<file path="config.mk">
export PLATFORM = sky130hd
export DESIGN_NAME = sgc_top
export DESIGN_NICKNAME = d
export VERILOG_FILES = /design/src/hw/sgc_pkg.sv /design/src/hw/sgc_top.sv
export SDC_FILE = /design/constraint.sdc
export NUM_CORES = 1
export LEC_CHECK = 0
export BUFFER_PORTS_ARGS = -buffer_cell sky130_fd_sc_hd__buf_4
export CORE_MARGIN = 2
export CORE_UTILIZATION = 40
export CTS_CLUSTER_SIZE = 30
export DETAILED_ROUTE_END_ITERATION = 10
export PLACE_DENSITY = 0.57
export SLEW_MARGIN = 15
export SYNTH_ARGS = -nofsm -noshare
export SYNTH_HDL_FRONTEND = slang
export SYNTH_SLANG_ARGS = --single-unit
</file>
<file path="constraint.sdc">
create_clock -name aclk -period 3.9 [get_ports aclk]
set_clock_uncertainty 0.05 [all_clocks]
set_input_delay 0.78 -clock aclk [delete_from_list [all_inputs] [get_ports aclk]]
set_output_delay 0.78 -clock aclk [all_outputs]
set_load 0.03 [all_outputs]
</file>
<file path="src/hw/sgc_pkg.sv">
// Constants and register map of the sound generator control block
package sgc_pkg;
   localparam int   ADDR_W   = 7;
   localparam int   PS_W     = 11;
   localparam int   TONE_W   = 10;
   localparam int   AMP_W    = 11;
   localparam int   DUR_W    = 8;
   // Register indices; byte address is four times the index
   localparam logic [4:0] IDX_CTRL = 5'h00;
   localparam logic [4:0] IDX_RAMP = 5'h01;
   localparam logic [4:0] IDX_PSH  = 5'h02;
   localparam logic [4:0] IDX_PSL  = 5'h03;
   localparam logic [4:0] IDX_TNH  = 5'h04;
   localparam logic [4:0] IDX_TNL  = 5'h05;
   localparam logic [4:0] IDX_AMH  = 5'h06;
   localparam logic [4:0] IDX_AML  = 5'h07;
   localparam logic [4:0] IDX_AAH  = 5'h08;
   localparam logic [4:0] IDX_AAL  = 5'h09;
   localparam logic [4:0] IDX_ATH  = 5'h0a;
   localparam logic [4:0] IDX_ATL  = 5'h0b;
   localparam logic [4:0] IDX_DUR  = 5'h0c;
   localparam int   B_EN     = 7;
   localparam int   B_MODE   = 2;
   localparam int   B_RDY    = 1;
   localparam int   B_HALT   = 0;
   localparam int   B_REN    = 7;
   localparam int   B_RTYP   = 1;
   localparam int   B_RDIR   = 0;
   localparam logic [1:0] RT_LIN  = 2'h0;
   localparam logic [1:0] RT_GONG = 2'h1;
   localparam logic [1:0] RT_EXP  = 2'h2;
   localparam int   EXP_SH   = 3;
   localparam logic [1:0] RESP_OK  = 2'h0;
   localparam logic [1:0] RESP_ERR = 2'h2;
   typedef enum logic [1:0] {GS_IDLE = 2'h1, GS_RUN = 2'h2} sgc_gs_t;
endpackage

</file>
<file path="src/hw/sgc_top.sv">
// Sound generator control, prescaler and output stage with AXI4-Lite registers
`timescale 1ns/1ns
module sgc_top
(
   input  wire logic                       aclk,
   input  wire logic                       aresetn,
   input  wire logic [sgc_pkg::ADDR_W-1:0] s_axi_awaddr,
   input  wire logic                       s_axi_awvalid,
   output logic                            s_axi_awready,
   input  wire logic [31:0]                s_axi_wdata,
   input  wire logic [3:0]                 s_axi_wstrb,
   input  wire logic                       s_axi_wvalid,
   output logic                            s_axi_wready,
   output logic [1:0]                      s_axi_bresp,
   output logic                            s_axi_bvalid,
   input  wire logic                       s_axi_bready,
   input  wire logic [sgc_pkg::ADDR_W-1:0] s_axi_araddr,
   input  wire logic                       s_axi_arvalid,
   output logic                            s_axi_arready,
   output logic [31:0]                     s_axi_rdata,
   output logic [1:0]                      s_axi_rresp,
   output logic                            s_axi_rvalid,
   input  wire logic                       s_axi_rready,
   output logic                            tone_out_pin,
   output logic                            amplitude_out_pin
);
   localparam int PW = sgc_pkg::PS_W;
   localparam int TW = sgc_pkg::TONE_W;
   localparam int AW = sgc_pkg::AMP_W;
   localparam int DW = sgc_pkg::DUR_W;

   logic          wr_rdy_ff, nxt_wr_rdy;
   logic          bvalid_ff, nxt_bvalid;
   logic [1:0]    bresp_ff, nxt_bresp;
   logic          ar_rdy_ff, nxt_ar_rdy;
   logic          rvalid_ff, nxt_rvalid;
   logic [1:0]    rresp_ff, nxt_rresp;
   logic [31:0]   rdata_ff, nxt_rdata;
   logic          wr_fire, rd_fire, wen, cfg_wr, wmap, rmap;
   logic [4:0]    widx, ridx;
   logic [7:0]    wb, rb;

   logic          en_ff, nxt_en, mode_ff, nxt_mode;
   logic          rdy_ff, nxt_rdy, halt_ff, nxt_halt;
   logic          ren_ff, nxt_ren, rdir_ff, nxt_rdir;
   logic [1:0]    rtyp_ff, nxt_rtyp;
   logic [PW-1:0] ps_ff, nxt_ps;
   logic [TW-1:0] tn_ff, nxt_tn;
   logic [AW-1:0] am_ff, nxt_am, aa_ff, nxt_aa, at_ff, nxt_at;
   logic [DW-1:0] dr_ff, nxt_dr;

   sgc_pkg::sgc_gs_t gs_ff, nxt_gs;
   logic [PW-1:0] pcnt_ff, nxt_pcnt, psb_ff, nxt_psb;
   logic [TW-1:0] tcnt_ff, nxt_tcnt, tnb_ff, nxt_tnb;
   logic [DW-1:0] dcnt_ff, nxt_dcnt, drb_ff, nxt_drb;
   logic [AW-1:0] amb_ff, nxt_amb, aab_ff, nxt_aab;
   logic          tlvl_ff, nxt_tlvl, tpin_ff, nxt_tpin, apin_ff, nxt_apin;
   logic          run_now, tick, half, dur_end, pwm, reached;
   logic [AW:0]   inc, sum;

   // Bus handshake; one write and one read in flight
   assign wr_fire = wr_rdy_ff & s_axi_awvalid & s_axi_wvalid;
   assign rd_fire = ar_rdy_ff & s_axi_arvalid;
   assign widx    = s_axi_awaddr[sgc_pkg::ADDR_W-1:2];
   assign ridx    = s_axi_araddr[sgc_pkg::ADDR_W-1:2];
   assign wmap    = widx <= sgc_pkg::IDX_DUR;
   assign rmap    = ridx <= sgc_pkg::IDX_DUR;
   // Data sits in lane 0; other lanes carry only reserved bits
   assign wen     = wr_fire & wmap & s_axi_wstrb[0];
   assign wb      = s_axi_wdata[7:0];
   assign cfg_wr  = wen & (widx != sgc_pkg::IDX_CTRL);

   always_comb
   begin
      nxt_wr_rdy = s_axi_awvalid & s_axi_wvalid & ~wr_rdy_ff & ~bvalid_ff;
      nxt_bvalid = wr_fire | (bvalid_ff & ~s_axi_bready);
      nxt_bresp  = bresp_ff;
      if (wr_fire)
      begin
         nxt_bresp = wmap ? sgc_pkg::RESP_OK : sgc_pkg::RESP_ERR;
      end
      nxt_ar_rdy = s_axi_arvalid & ~ar_rdy_ff & ~rvalid_ff;
      nxt_rvalid = rd_fire | (rvalid_ff & ~s_axi_rready);
      nxt_rresp  = rresp_ff;
      nxt_rdata  = rdata_ff;
      if (rd_fire)
      begin
         nxt_rresp = rmap ? sgc_pkg::RESP_OK : sgc_pkg::RESP_ERR;
         nxt_rdata = {24'h000000, rb};
      end
   end

   always_ff @(posedge aclk)
   begin
      if (!aresetn)
      begin
         wr_rdy_ff <= 1'b0;
         bvalid_ff <= 1'b0;
         bresp_ff  <= sgc_pkg::RESP_OK;
         ar_rdy_ff <= 1'b0;
         rvalid_ff <= 1'b0;
         rresp_ff  <= sgc_pkg::RESP_OK;
         rdata_ff  <= 32'h00000000;
      end
      else
      begin
         wr_rdy_ff <= nxt_wr_rdy;
         bvalid_ff <= nxt_bvalid;
         bresp_ff  <= nxt_bresp;
         ar_rdy_ff <= nxt_ar_rdy;
         rvalid_ff <= nxt_rvalid;
         rresp_ff  <= nxt_rresp;
         rdata_ff  <= nxt_rdata;
      end
   end

   // Read mux of the live registers, unused bits zero
   always_comb
   begin
      rb = 8'h00;
      unique case (ridx)
         sgc_pkg::IDX_CTRL:
         begin
            rb[sgc_pkg::B_EN]   = en_ff;
            rb[sgc_pkg::B_MODE] = mode_ff;
            rb[sgc_pkg::B_RDY]  = rdy_ff;
            rb[sgc_pkg::B_HALT] = halt_ff;
         end
         sgc_pkg::IDX_RAMP:
         begin
            rb[sgc_pkg::B_REN]                 = ren_ff;
            rb[sgc_pkg::B_RTYP+1:sgc_pkg::B_RTYP] = rtyp_ff;
            rb[sgc_pkg::B_RDIR]                = rdir_ff;
         end
         sgc_pkg::IDX_PSH: rb[PW-9:0] = ps_ff[PW-1:8];
         sgc_pkg::IDX_PSL: rb = ps_ff[7:0];
         sgc_pkg::IDX_TNH: rb[TW-9:0] = tn_ff[TW-1:8];
         sgc_pkg::IDX_TNL: rb = tn_ff[7:0];
         sgc_pkg::IDX_AMH: rb[AW-9:0] = am_ff[AW-1:8];
         sgc_pkg::IDX_AML: rb = am_ff[7:0];
         sgc_pkg::IDX_AAH: rb[AW-9:0] = aa_ff[AW-1:8];
         sgc_pkg::IDX_AAL: rb = aa_ff[7:0];
         sgc_pkg::IDX_ATH: rb[AW-9:0] = at_ff[AW-1:8];
         sgc_pkg::IDX_ATL: rb = at_ff[7:0];
         sgc_pkg::IDX_DUR: rb = dr_ff;
         default: rb = 8'h00;
      endcase
   end

   // Register writes; no mode restriction on access
   always_comb
   begin
      nxt_en   = en_ff;
      nxt_mode = mode_ff;
      nxt_rdy  = rdy_ff;
      nxt_halt = halt_ff;
      nxt_ren  = ren_ff;
      nxt_rtyp = rtyp_ff;
      nxt_rdir = rdir_ff;
      nxt_ps   = ps_ff;
      nxt_tn   = tn_ff;
      nxt_am   = am_ff;
      nxt_aa   = aa_ff;
      nxt_at   = at_ff;
      nxt_dr   = dr_ff;
      if (cfg_wr)
      begin
         nxt_rdy = 1'b0;
      end
      if (wen)
      begin
         unique case (widx)
            sgc_pkg::IDX_CTRL:
            begin
               nxt_en   = wb[sgc_pkg::B_EN];
               nxt_mode = wb[sgc_pkg::B_MODE];
               nxt_rdy  = wb[sgc_pkg::B_RDY];
               nxt_halt = wb[sgc_pkg::B_HALT];
            end
            sgc_pkg::IDX_RAMP:
            begin
               nxt_ren  = wb[sgc_pkg::B_REN];
               nxt_rtyp = wb[sgc_pkg::B_RTYP+1:sgc_pkg::B_RTYP];
               nxt_rdir = wb[sgc_pkg::B_RDIR];
            end
            sgc_pkg::IDX_PSH: nxt_ps[PW-1:8] = wb[PW-9:0];
            sgc_pkg::IDX_PSL: nxt_ps[7:0] = wb;
            sgc_pkg::IDX_TNH: nxt_tn[TW-1:8] = wb[TW-9:0];
            sgc_pkg::IDX_TNL: nxt_tn[7:0] = wb;
            sgc_pkg::IDX_AMH: nxt_am[AW-1:8] = wb[AW-9:0];
            sgc_pkg::IDX_AML: nxt_am[7:0] = wb;
            sgc_pkg::IDX_AAH: nxt_aa[AW-1:8] = wb[AW-9:0];
            sgc_pkg::IDX_AAL: nxt_aa[7:0] = wb;
            sgc_pkg::IDX_ATH: nxt_at[AW-1:8] = wb[AW-9:0];
            sgc_pkg::IDX_ATL: nxt_at[7:0] = wb;
            sgc_pkg::IDX_DUR: nxt_dr = wb;
            default: nxt_dr = dr_ff;
         endcase
      end
   end

   always_ff @(posedge aclk)
   begin
      if (!aresetn)
      begin
         en_ff   <= 1'b0;
         mode_ff <= 1'b0;
         rdy_ff  <= 1'b0;
         halt_ff <= 1'b0;
         ren_ff  <= 1'b0;
         rtyp_ff <= sgc_pkg::RT_LIN;
         rdir_ff <= 1'b0;
         ps_ff   <= '0;
         tn_ff   <= '0;
         am_ff   <= '0;
         aa_ff   <= '0;
         at_ff   <= '0;
         dr_ff   <= '0;
      end
      else
      begin
         en_ff   <= nxt_en;
         mode_ff <= nxt_mode;
         rdy_ff  <= nxt_rdy;
         halt_ff <= nxt_halt;
         ren_ff  <= nxt_ren;
         rtyp_ff <= nxt_rtyp;
         rdir_ff <= nxt_rdir;
         ps_ff   <= nxt_ps;
         tn_ff   <= nxt_tn;
         am_ff   <= nxt_am;
         aa_ff   <= nxt_aa;
         at_ff   <= nxt_at;
         dr_ff   <= nxt_dr;
      end
   end

   // Generator timing from the buffered copies; the ramp threshold compares against the live at_ff
   assign run_now = (gs_ff == sgc_pkg::GS_RUN) & en_ff & ~halt_ff;
   assign tick    = pcnt_ff == psb_ff;
   assign half    = tick & (tcnt_ff == tnb_ff);
   // Cycles start high, so a duration ends on the rising toggle and every cycle is whole
   assign dur_end = half & ~tlvl_ff & (dcnt_ff == drb_ff);
   // Counter spans the whole tick period, so amplitude above it saturates
   assign pwm     = {1'b0, pcnt_ff} < {1'b0, amb_ff};
   assign reached = rdir_ff ? (amb_ff <= at_ff) : (amb_ff >= at_ff);

   // Ramp step size for the selected type
   always_comb
   begin
      inc = '0;
      unique case (rtyp_ff)
         sgc_pkg::RT_LIN:  inc = {1'b0, aab_ff};
         // Decay takes away the upper half, so an amplitude of one halves to zero
         sgc_pkg::RT_GONG: inc = rdir_ff ? {1'b0, amb_ff} - {2'b00, amb_ff[AW-1:1]} : {1'b0, amb_ff};
         sgc_pkg::RT_EXP:  inc = {1'b0, amb_ff >> sgc_pkg::EXP_SH} + 12'h001;
         default:          inc = '0;
      endcase
      // Attack saturates at full scale, decay at zero
      if (rdir_ff)
      begin
         sum = ({1'b0, amb_ff} > inc) ? {1'b0, amb_ff} - inc : '0;
      end
      else
      begin
         sum = {1'b0, amb_ff} + inc;
         if (sum[AW])
         begin
            sum = {1'b0, {AW{1'b1}}};
         end
      end
   end

   always_comb
   begin
      nxt_gs   = gs_ff;
      nxt_pcnt = pcnt_ff;
      nxt_tcnt = tcnt_ff;
      nxt_dcnt = dcnt_ff;
      nxt_tlvl = tlvl_ff;
      nxt_psb  = psb_ff;
      nxt_tnb  = tnb_ff;
      nxt_drb  = drb_ff;
      nxt_amb  = amb_ff;
      nxt_aab  = aab_ff;
      if (!en_ff || halt_ff)
      begin
         nxt_gs   = sgc_pkg::GS_IDLE;
         nxt_pcnt = '0;
         nxt_tcnt = '0;
         nxt_dcnt = '0;
         nxt_tlvl = 1'b0;
      end
      else
      begin
         unique case (gs_ff)
            sgc_pkg::GS_IDLE:
            begin
               if (rdy_ff)
               begin
                  nxt_gs   = sgc_pkg::GS_RUN;
                  nxt_tlvl = 1'b1;
                  nxt_psb  = ps_ff;
                  nxt_tnb  = tn_ff;
                  nxt_drb  = dr_ff;
                  nxt_amb  = am_ff;
                  nxt_aab  = aa_ff;
               end
            end
            sgc_pkg::GS_RUN:
            begin
               nxt_pcnt = tick ? '0 : pcnt_ff + 1'b1;
               if (tick)
               begin
                  nxt_tcnt = half ? '0 : tcnt_ff + 1'b1;
               end
               if (half)
               begin
                  nxt_tlvl = ~tlvl_ff;
                  if (!tlvl_ff)
                  begin
                     nxt_dcnt = dur_end ? '0 : dcnt_ff + 1'b1;
                  end
               end
               if (dur_end)
               begin
                  if (ren_ff)
                  begin
                     if (!reached)
                     begin
                        nxt_amb = sum[AW-1:0];
                     end
                  end
                  else if (rdy_ff)
                  begin
                     nxt_psb = ps_ff;
                     nxt_tnb = tn_ff;
                     nxt_drb = dr_ff;
                     nxt_amb = am_ff;
                     nxt_aab = aa_ff;
                  end
                  else
                  begin
                     nxt_gs   = sgc_pkg::GS_IDLE;
                     nxt_pcnt = '0;
                     nxt_tcnt = '0;
                     nxt_dcnt = '0;
                     nxt_tlvl = 1'b0;
                  end
               end
            end
         endcase
      end
      nxt_tpin = run_now & tlvl_ff & (mode_ff | pwm);
      nxt_apin = run_now & pwm;
   end

   always_ff @(posedge aclk)
   begin
      if (!aresetn)
      begin
         gs_ff   <= sgc_pkg::GS_IDLE;
         pcnt_ff <= '0;
         tcnt_ff <= '0;
         dcnt_ff <= '0;
         tlvl_ff <= 1'b0;
         psb_ff  <= '0;
         tnb_ff  <= '0;
         drb_ff  <= '0;
         amb_ff  <= '0;
         aab_ff  <= '0;
         tpin_ff <= 1'b0;
         apin_ff <= 1'b0;
      end
      else
      begin
         gs_ff   <= nxt_gs;
         pcnt_ff <= nxt_pcnt;
         tcnt_ff <= nxt_tcnt;
         dcnt_ff <= nxt_dcnt;
         tlvl_ff <= nxt_tlvl;
         psb_ff  <= nxt_psb;
         tnb_ff  <= nxt_tnb;
         drb_ff  <= nxt_drb;
         amb_ff  <= nxt_amb;
         aab_ff  <= nxt_aab;
         tpin_ff <= nxt_tpin;
         apin_ff <= nxt_apin;
      end
   end

   assign s_axi_awready     = wr_rdy_ff;
   assign s_axi_wready      = wr_rdy_ff;
   assign s_axi_bvalid      = bvalid_ff;
   assign s_axi_bresp       = bresp_ff;
   assign s_axi_arready     = ar_rdy_ff;
   assign s_axi_rvalid      = rvalid_ff;
   assign s_axi_rresp       = rresp_ff;
   assign s_axi_rdata       = rdata_ff;
   assign tone_out_pin      = tpin_ff;
   assign amplitude_out_pin = apin_ff;
endmodule // sgc_top

</file>
==> results.md <==
- CTS Buffer Depth: 2
- Post-route ant nets: 0
- R2R Setup Slk: -120 ps
- GP Congestion: 0.870
- Fmax: 0.248 GHz
- Pre-CTS setup slack: -351 ps
- Vert. Die Dim: 165 um
- Fraction of registers with async set/reset: 0%
- Largest net degree at the start of global routing: 64
- Clock power share: 46.3%
- Core area: 25,800 um2
- ANT cells: 0
- XOR/XNOR Fraction of Synth Area: 5.81%
- Post-synthesis sequential area ratio: 32.5%
- VDD IR-drop max: 0.295 mV
- P_int: 2640 uW
- DR vias/cell: 5.51
- Critical path startpoint category: flip-flop
- Worst setup margin: -125 ps
- GRT Resource Usage Total: 23.4%
- Initial Util: 40.3%
- Layout cells sized above 1: 18.1%
- I/O Pins: 100
- Area Overhead vs Synth: 19.2%
- Global-route wire length before repair: 49.4 mm
- Placed Area: 11,500 um2
- CP endpoint: amb_ff[5]
- Reg power frac: 49.0%
- Largest family of logic cells by synthesized area: simple AND/OR/NAND/NOR gates
- Worst EP required: 4190 ps
- Cell with the largest stage delay on the worst path: o41a_1
- Critical path capture point type: flip-flop
- Cell Rows: 59
- Synth Area in Compound Gates: 19.0%
- Clock Tree Root: clkbuf_16
- Die width: 165 um
- Failing checks: negative setup slack
- Max-Cap Viols: 0
- RR Startpoint: amb_ff[3]
- Power per cell area: 286 nW/um2
- CP dominant cell by count: buf_4
- Total clock buffers created by CTS: 17
- Fillers: 2,534
- Routed wire length: 31.4 mm
- Synth Cell Area: 10,400 um2
- Status: finished, violations left
- Synth Flop Type: dfxtp_1
- P_sw: 898 uW
- Vias: 9,508
- Sink Count: 169
- Sw Share: 25.3%
- Post-route cell area: 12,400 um2
- Crit-path cells: inv_2, ha_1, nor2b_4, buf_4, buf_4, buf_4, buf_4, nor3_2, a21oi_1, o22a_2, inv_1, ha_2, nor2_1, a221oi_4, nor2_4, o41a_1, buf_4, a221oi_4, buf_6, a211oi_2, o31ai_1
- H-tree lvl count: 4
- Post-synthesis cell type count: 81
- CTS tree: built
- Data arrival, critical path: 4320 ps
- Input/output buffers: 42
- Skew-Pair Late Insertion Delay: 440 ps
- HPWL Detailed: 23.7 mm
- Grt ovf: 0
- Setup crit start: amb_ff[3]
- Final Cycle Share: 103%
- Register-to-Register Path Depth: 21
- RSZ-0062 raised after global routing: true
- DRT Pass-1 Iters: 5
- Post-synth EDFFs: 0
- Clock slew at reported path FFs: 70 ps
- Final setup vio count: 11
- Synth Area in Adders: 8.75%
- Slowest stage delay, CP: 430 ps
- Slew HR: 32.2%
- Vias in the first global route: 9,023
- Hold Vio Cnt, Final: 0
- Initial antenna violation count: 0
- Die ar.: 27,300 um2
- Mean post-synth cell area: 8.13 um2
- Combinational group share of total power: 4.7%
- Crit Path Category: flip-flop to flip-flop
- Crit path max fanout: 4
- Wirelength per Cell: 18.2 um
- Mux cell area share after synthesis: 6.53%
- Post-synthesis simple-gate area fraction: 21.2%
- Synth warn: 0
- Synth Register Bits: 169
- 1st-iter DRT viols: 644
- DRC: 0
- RR Endpoint: amb_ff[5]
- Hold WC Path Type: flip-flop to flip-flop
- Actual slew at the worst max-slew pin: 1010 ps
- Clock period minus worst slack: 4020 ps
- Max Slew Vio Count: 0
- Syn Inst Count: 1,280
- Final nets: 1,505
- Leakage: 0.00504 uW
[power groups by stage]
| stage | registers [uW] | logic (uW) | clock network [uW] |
|---|---|---|---|
| finish | 1730 | 168 | 1640 |
| global route | 1730 | 179 | 1740 |
| CTS | 1730 | 166 | 1670 |
| detailed placement | 1770 | 166 | 0 |
| global placement | 1770 | 166 | 0 |
| floorplan | 1780 | 112 | 0 |
[metrics by stage]
stage / hold slack (ps) / total power, uW / instances / setup TNS, ps / util, %
3_3_place_gp: 391 / 1940 / 1679 / -2340 / 44.4
2_1_floorplan: 382 / 1900 / 1305 / 0 / -
5_1_grt: 434 / 3650 / 1725 / -2430 / 48.0
3_5_place_dp: 394 / 1940 / 1679 / -3160 / 44.4
6_report: 401 / 3540 / 1725 / -845 / 48.0
4_1_cts: 403 / 3570 / 1724 / -885 / 47.7
[worst min path at each step]
stage | start | endpoint | slack (ps) | cells after the start
2_1_floorplan | aab_ff[8] | aab_ff[8] | 380 | 2
3_3_place_gp | aab_ff[8] | aab_ff[8] | 390 | 2
3_5_place_dp | aab_ff[8] | aab_ff[8] | 390 | 2
4_1_cts | aab_ff[8] | aab_ff[8] | 400 | 2
5_1_grt | psb_ff[7] | psb_ff[7] | 430 | 2
6_report | aab_ff[8] | aab_ff[8] | 400 | 2
[synthesized netlist by cell type, types with 4 or more instances]
library cell,instances,area share [%]
a211o_1,5,0.42
a211oi_1,6,0.43
a21o_1,10,0.72
a21oi_1,101,4.9
a221oi_1,14,1.2
a22o_1,5,0.42
a22oi_1,7,0.50
a311oi_1,5,0.42
a31oi_1,17,1.0
a32o_1,4,0.38
and2_1,8,0.48
and3_1,10,0.60
and4_1,4,0.34
buf_1,5,0.18
buf_2,6,0.29
buf_4,28,2.0
clkbuf_1,50,1.8
dfxtp_1,169,33
ha_1,68,8.2
inv_1,51,1.8
mux2i_1,60,5.8
nand2_1,165,6.0
nand2b_1,13,0.78
nand3_1,45,2.2
nand4_1,10,0.60
nand4b_1,4,0.34
nor2_1,116,4.2
nor2b_1,14,0.84
nor3_1,29,1.4
nor3_2,5,0.48
nor4_1,5,0.30
o21a_1,9,0.65
o21ai_0,58,2.8
o221ai_1,4,0.34
o22a_1,9,0.76
o31ai_1,6,0.43
or2_2,6,0.36
or3_1,9,0.54
or3b_2,4,0.34
xnor2_1,27,2.3
xor2_1,42,3.5
[cells in the final DEF, fill, tap and decap left out, types with 6 or more instances in the layout]
| cell type | instances |
|---|---|
| xnor2_1 | 27 |
| a22oi_1 | 7 |
| conb_1 | 26 |
| nand2_1 | 165 |
| a21oi_1 | 101 |
| nor2b_1 | 13 |
| o22a_1 | 8 |
| a31oi_1 | 16 |
| nor3_1 | 26 |
| nand3_1 | 44 |
| mux2i_1 | 60 |
| nand4_1 | 10 |
| nand2b_1 | 13 |
| inv_1 | 47 |
| o21a_1 | 8 |
| ha_1 | 60 |
| or3_1 | 8 |
| a221oi_1 | 12 |
| or2_2 | 6 |
| dfxtp_1 | 163 |
| buf_4 | 135 |
| xor2_1 | 42 |
| nor2_1 | 116 |
| a21o_1 | 10 |
| and3_1 | 9 |
| o21ai_0 | 56 |
| clkbuf_16 | 17 |
| and2_1 | 8 |
| nor3_2 | 8 |
[cells by family after synthesis]
group | count (synthesis)
buf+inv | 141
simple gates | 465
compound gates | 299
other cells | 1
xor+xnor | 69
fa+ha+maj | 71
flops | 169
mux | 65
[critical path: cells and delay by family (launching register included)]
kind / cells / cell delay (ps)
AO/OA/AOI/OAI: 7 / 1650
buffers and inverters: 8 / 940
adder cells (fa/ha/maj): 2 / 510
AND/OR/NAND/NOR: 4 / 430
flip-flops: 1 / 340
[layout make-up]
cell class	count	area [um2]	share of cell area, %
clock inverters	11	101	0.817
inverters	52	196	1.58
well taps	335	419	3.38
clock buffers	21	460	3.71
flip-flops and latches	169	3390	27.4
repair buffers	141	1110	8.93
multi-input cells	996	6730	54.2
[sequential cells by signal, indices dropped and copies added (netlist names), 2 cells and up]
register	count
aa_ff	11
aab_ff	11
am_ff	11
amb_ff	11
at_ff	11
dcnt_ff	8
dr_ff	8
drb_ff	8
gs_ff	2
pcnt_ff	11
ps_ff	11
psb_ff	11
rtyp_ff	2
s_axi_rdata	8
tcnt_ff	10
tn_ff	10
tnb_ff	10
[per-layer routing]
metal,track usage [%],up-vias,share of wire [%]
li1,-,4684,-
met3,3.55,34,4.6
met4,6.62,0,1.8
met5,0,-,0
met2,38.9,254,47
met1,31.6,4536,47
[what timing repair did]
item / CTS / global route
resized for setup: 36 / 14
cloned: 1 / 0
pin swaps: 33 / 17
hold buffers: 0 / 0
setup buffers: 12 / 1
setup endpoints to repair: 11 / 11
Note: power is estimated with default switching activity, not from simulation.
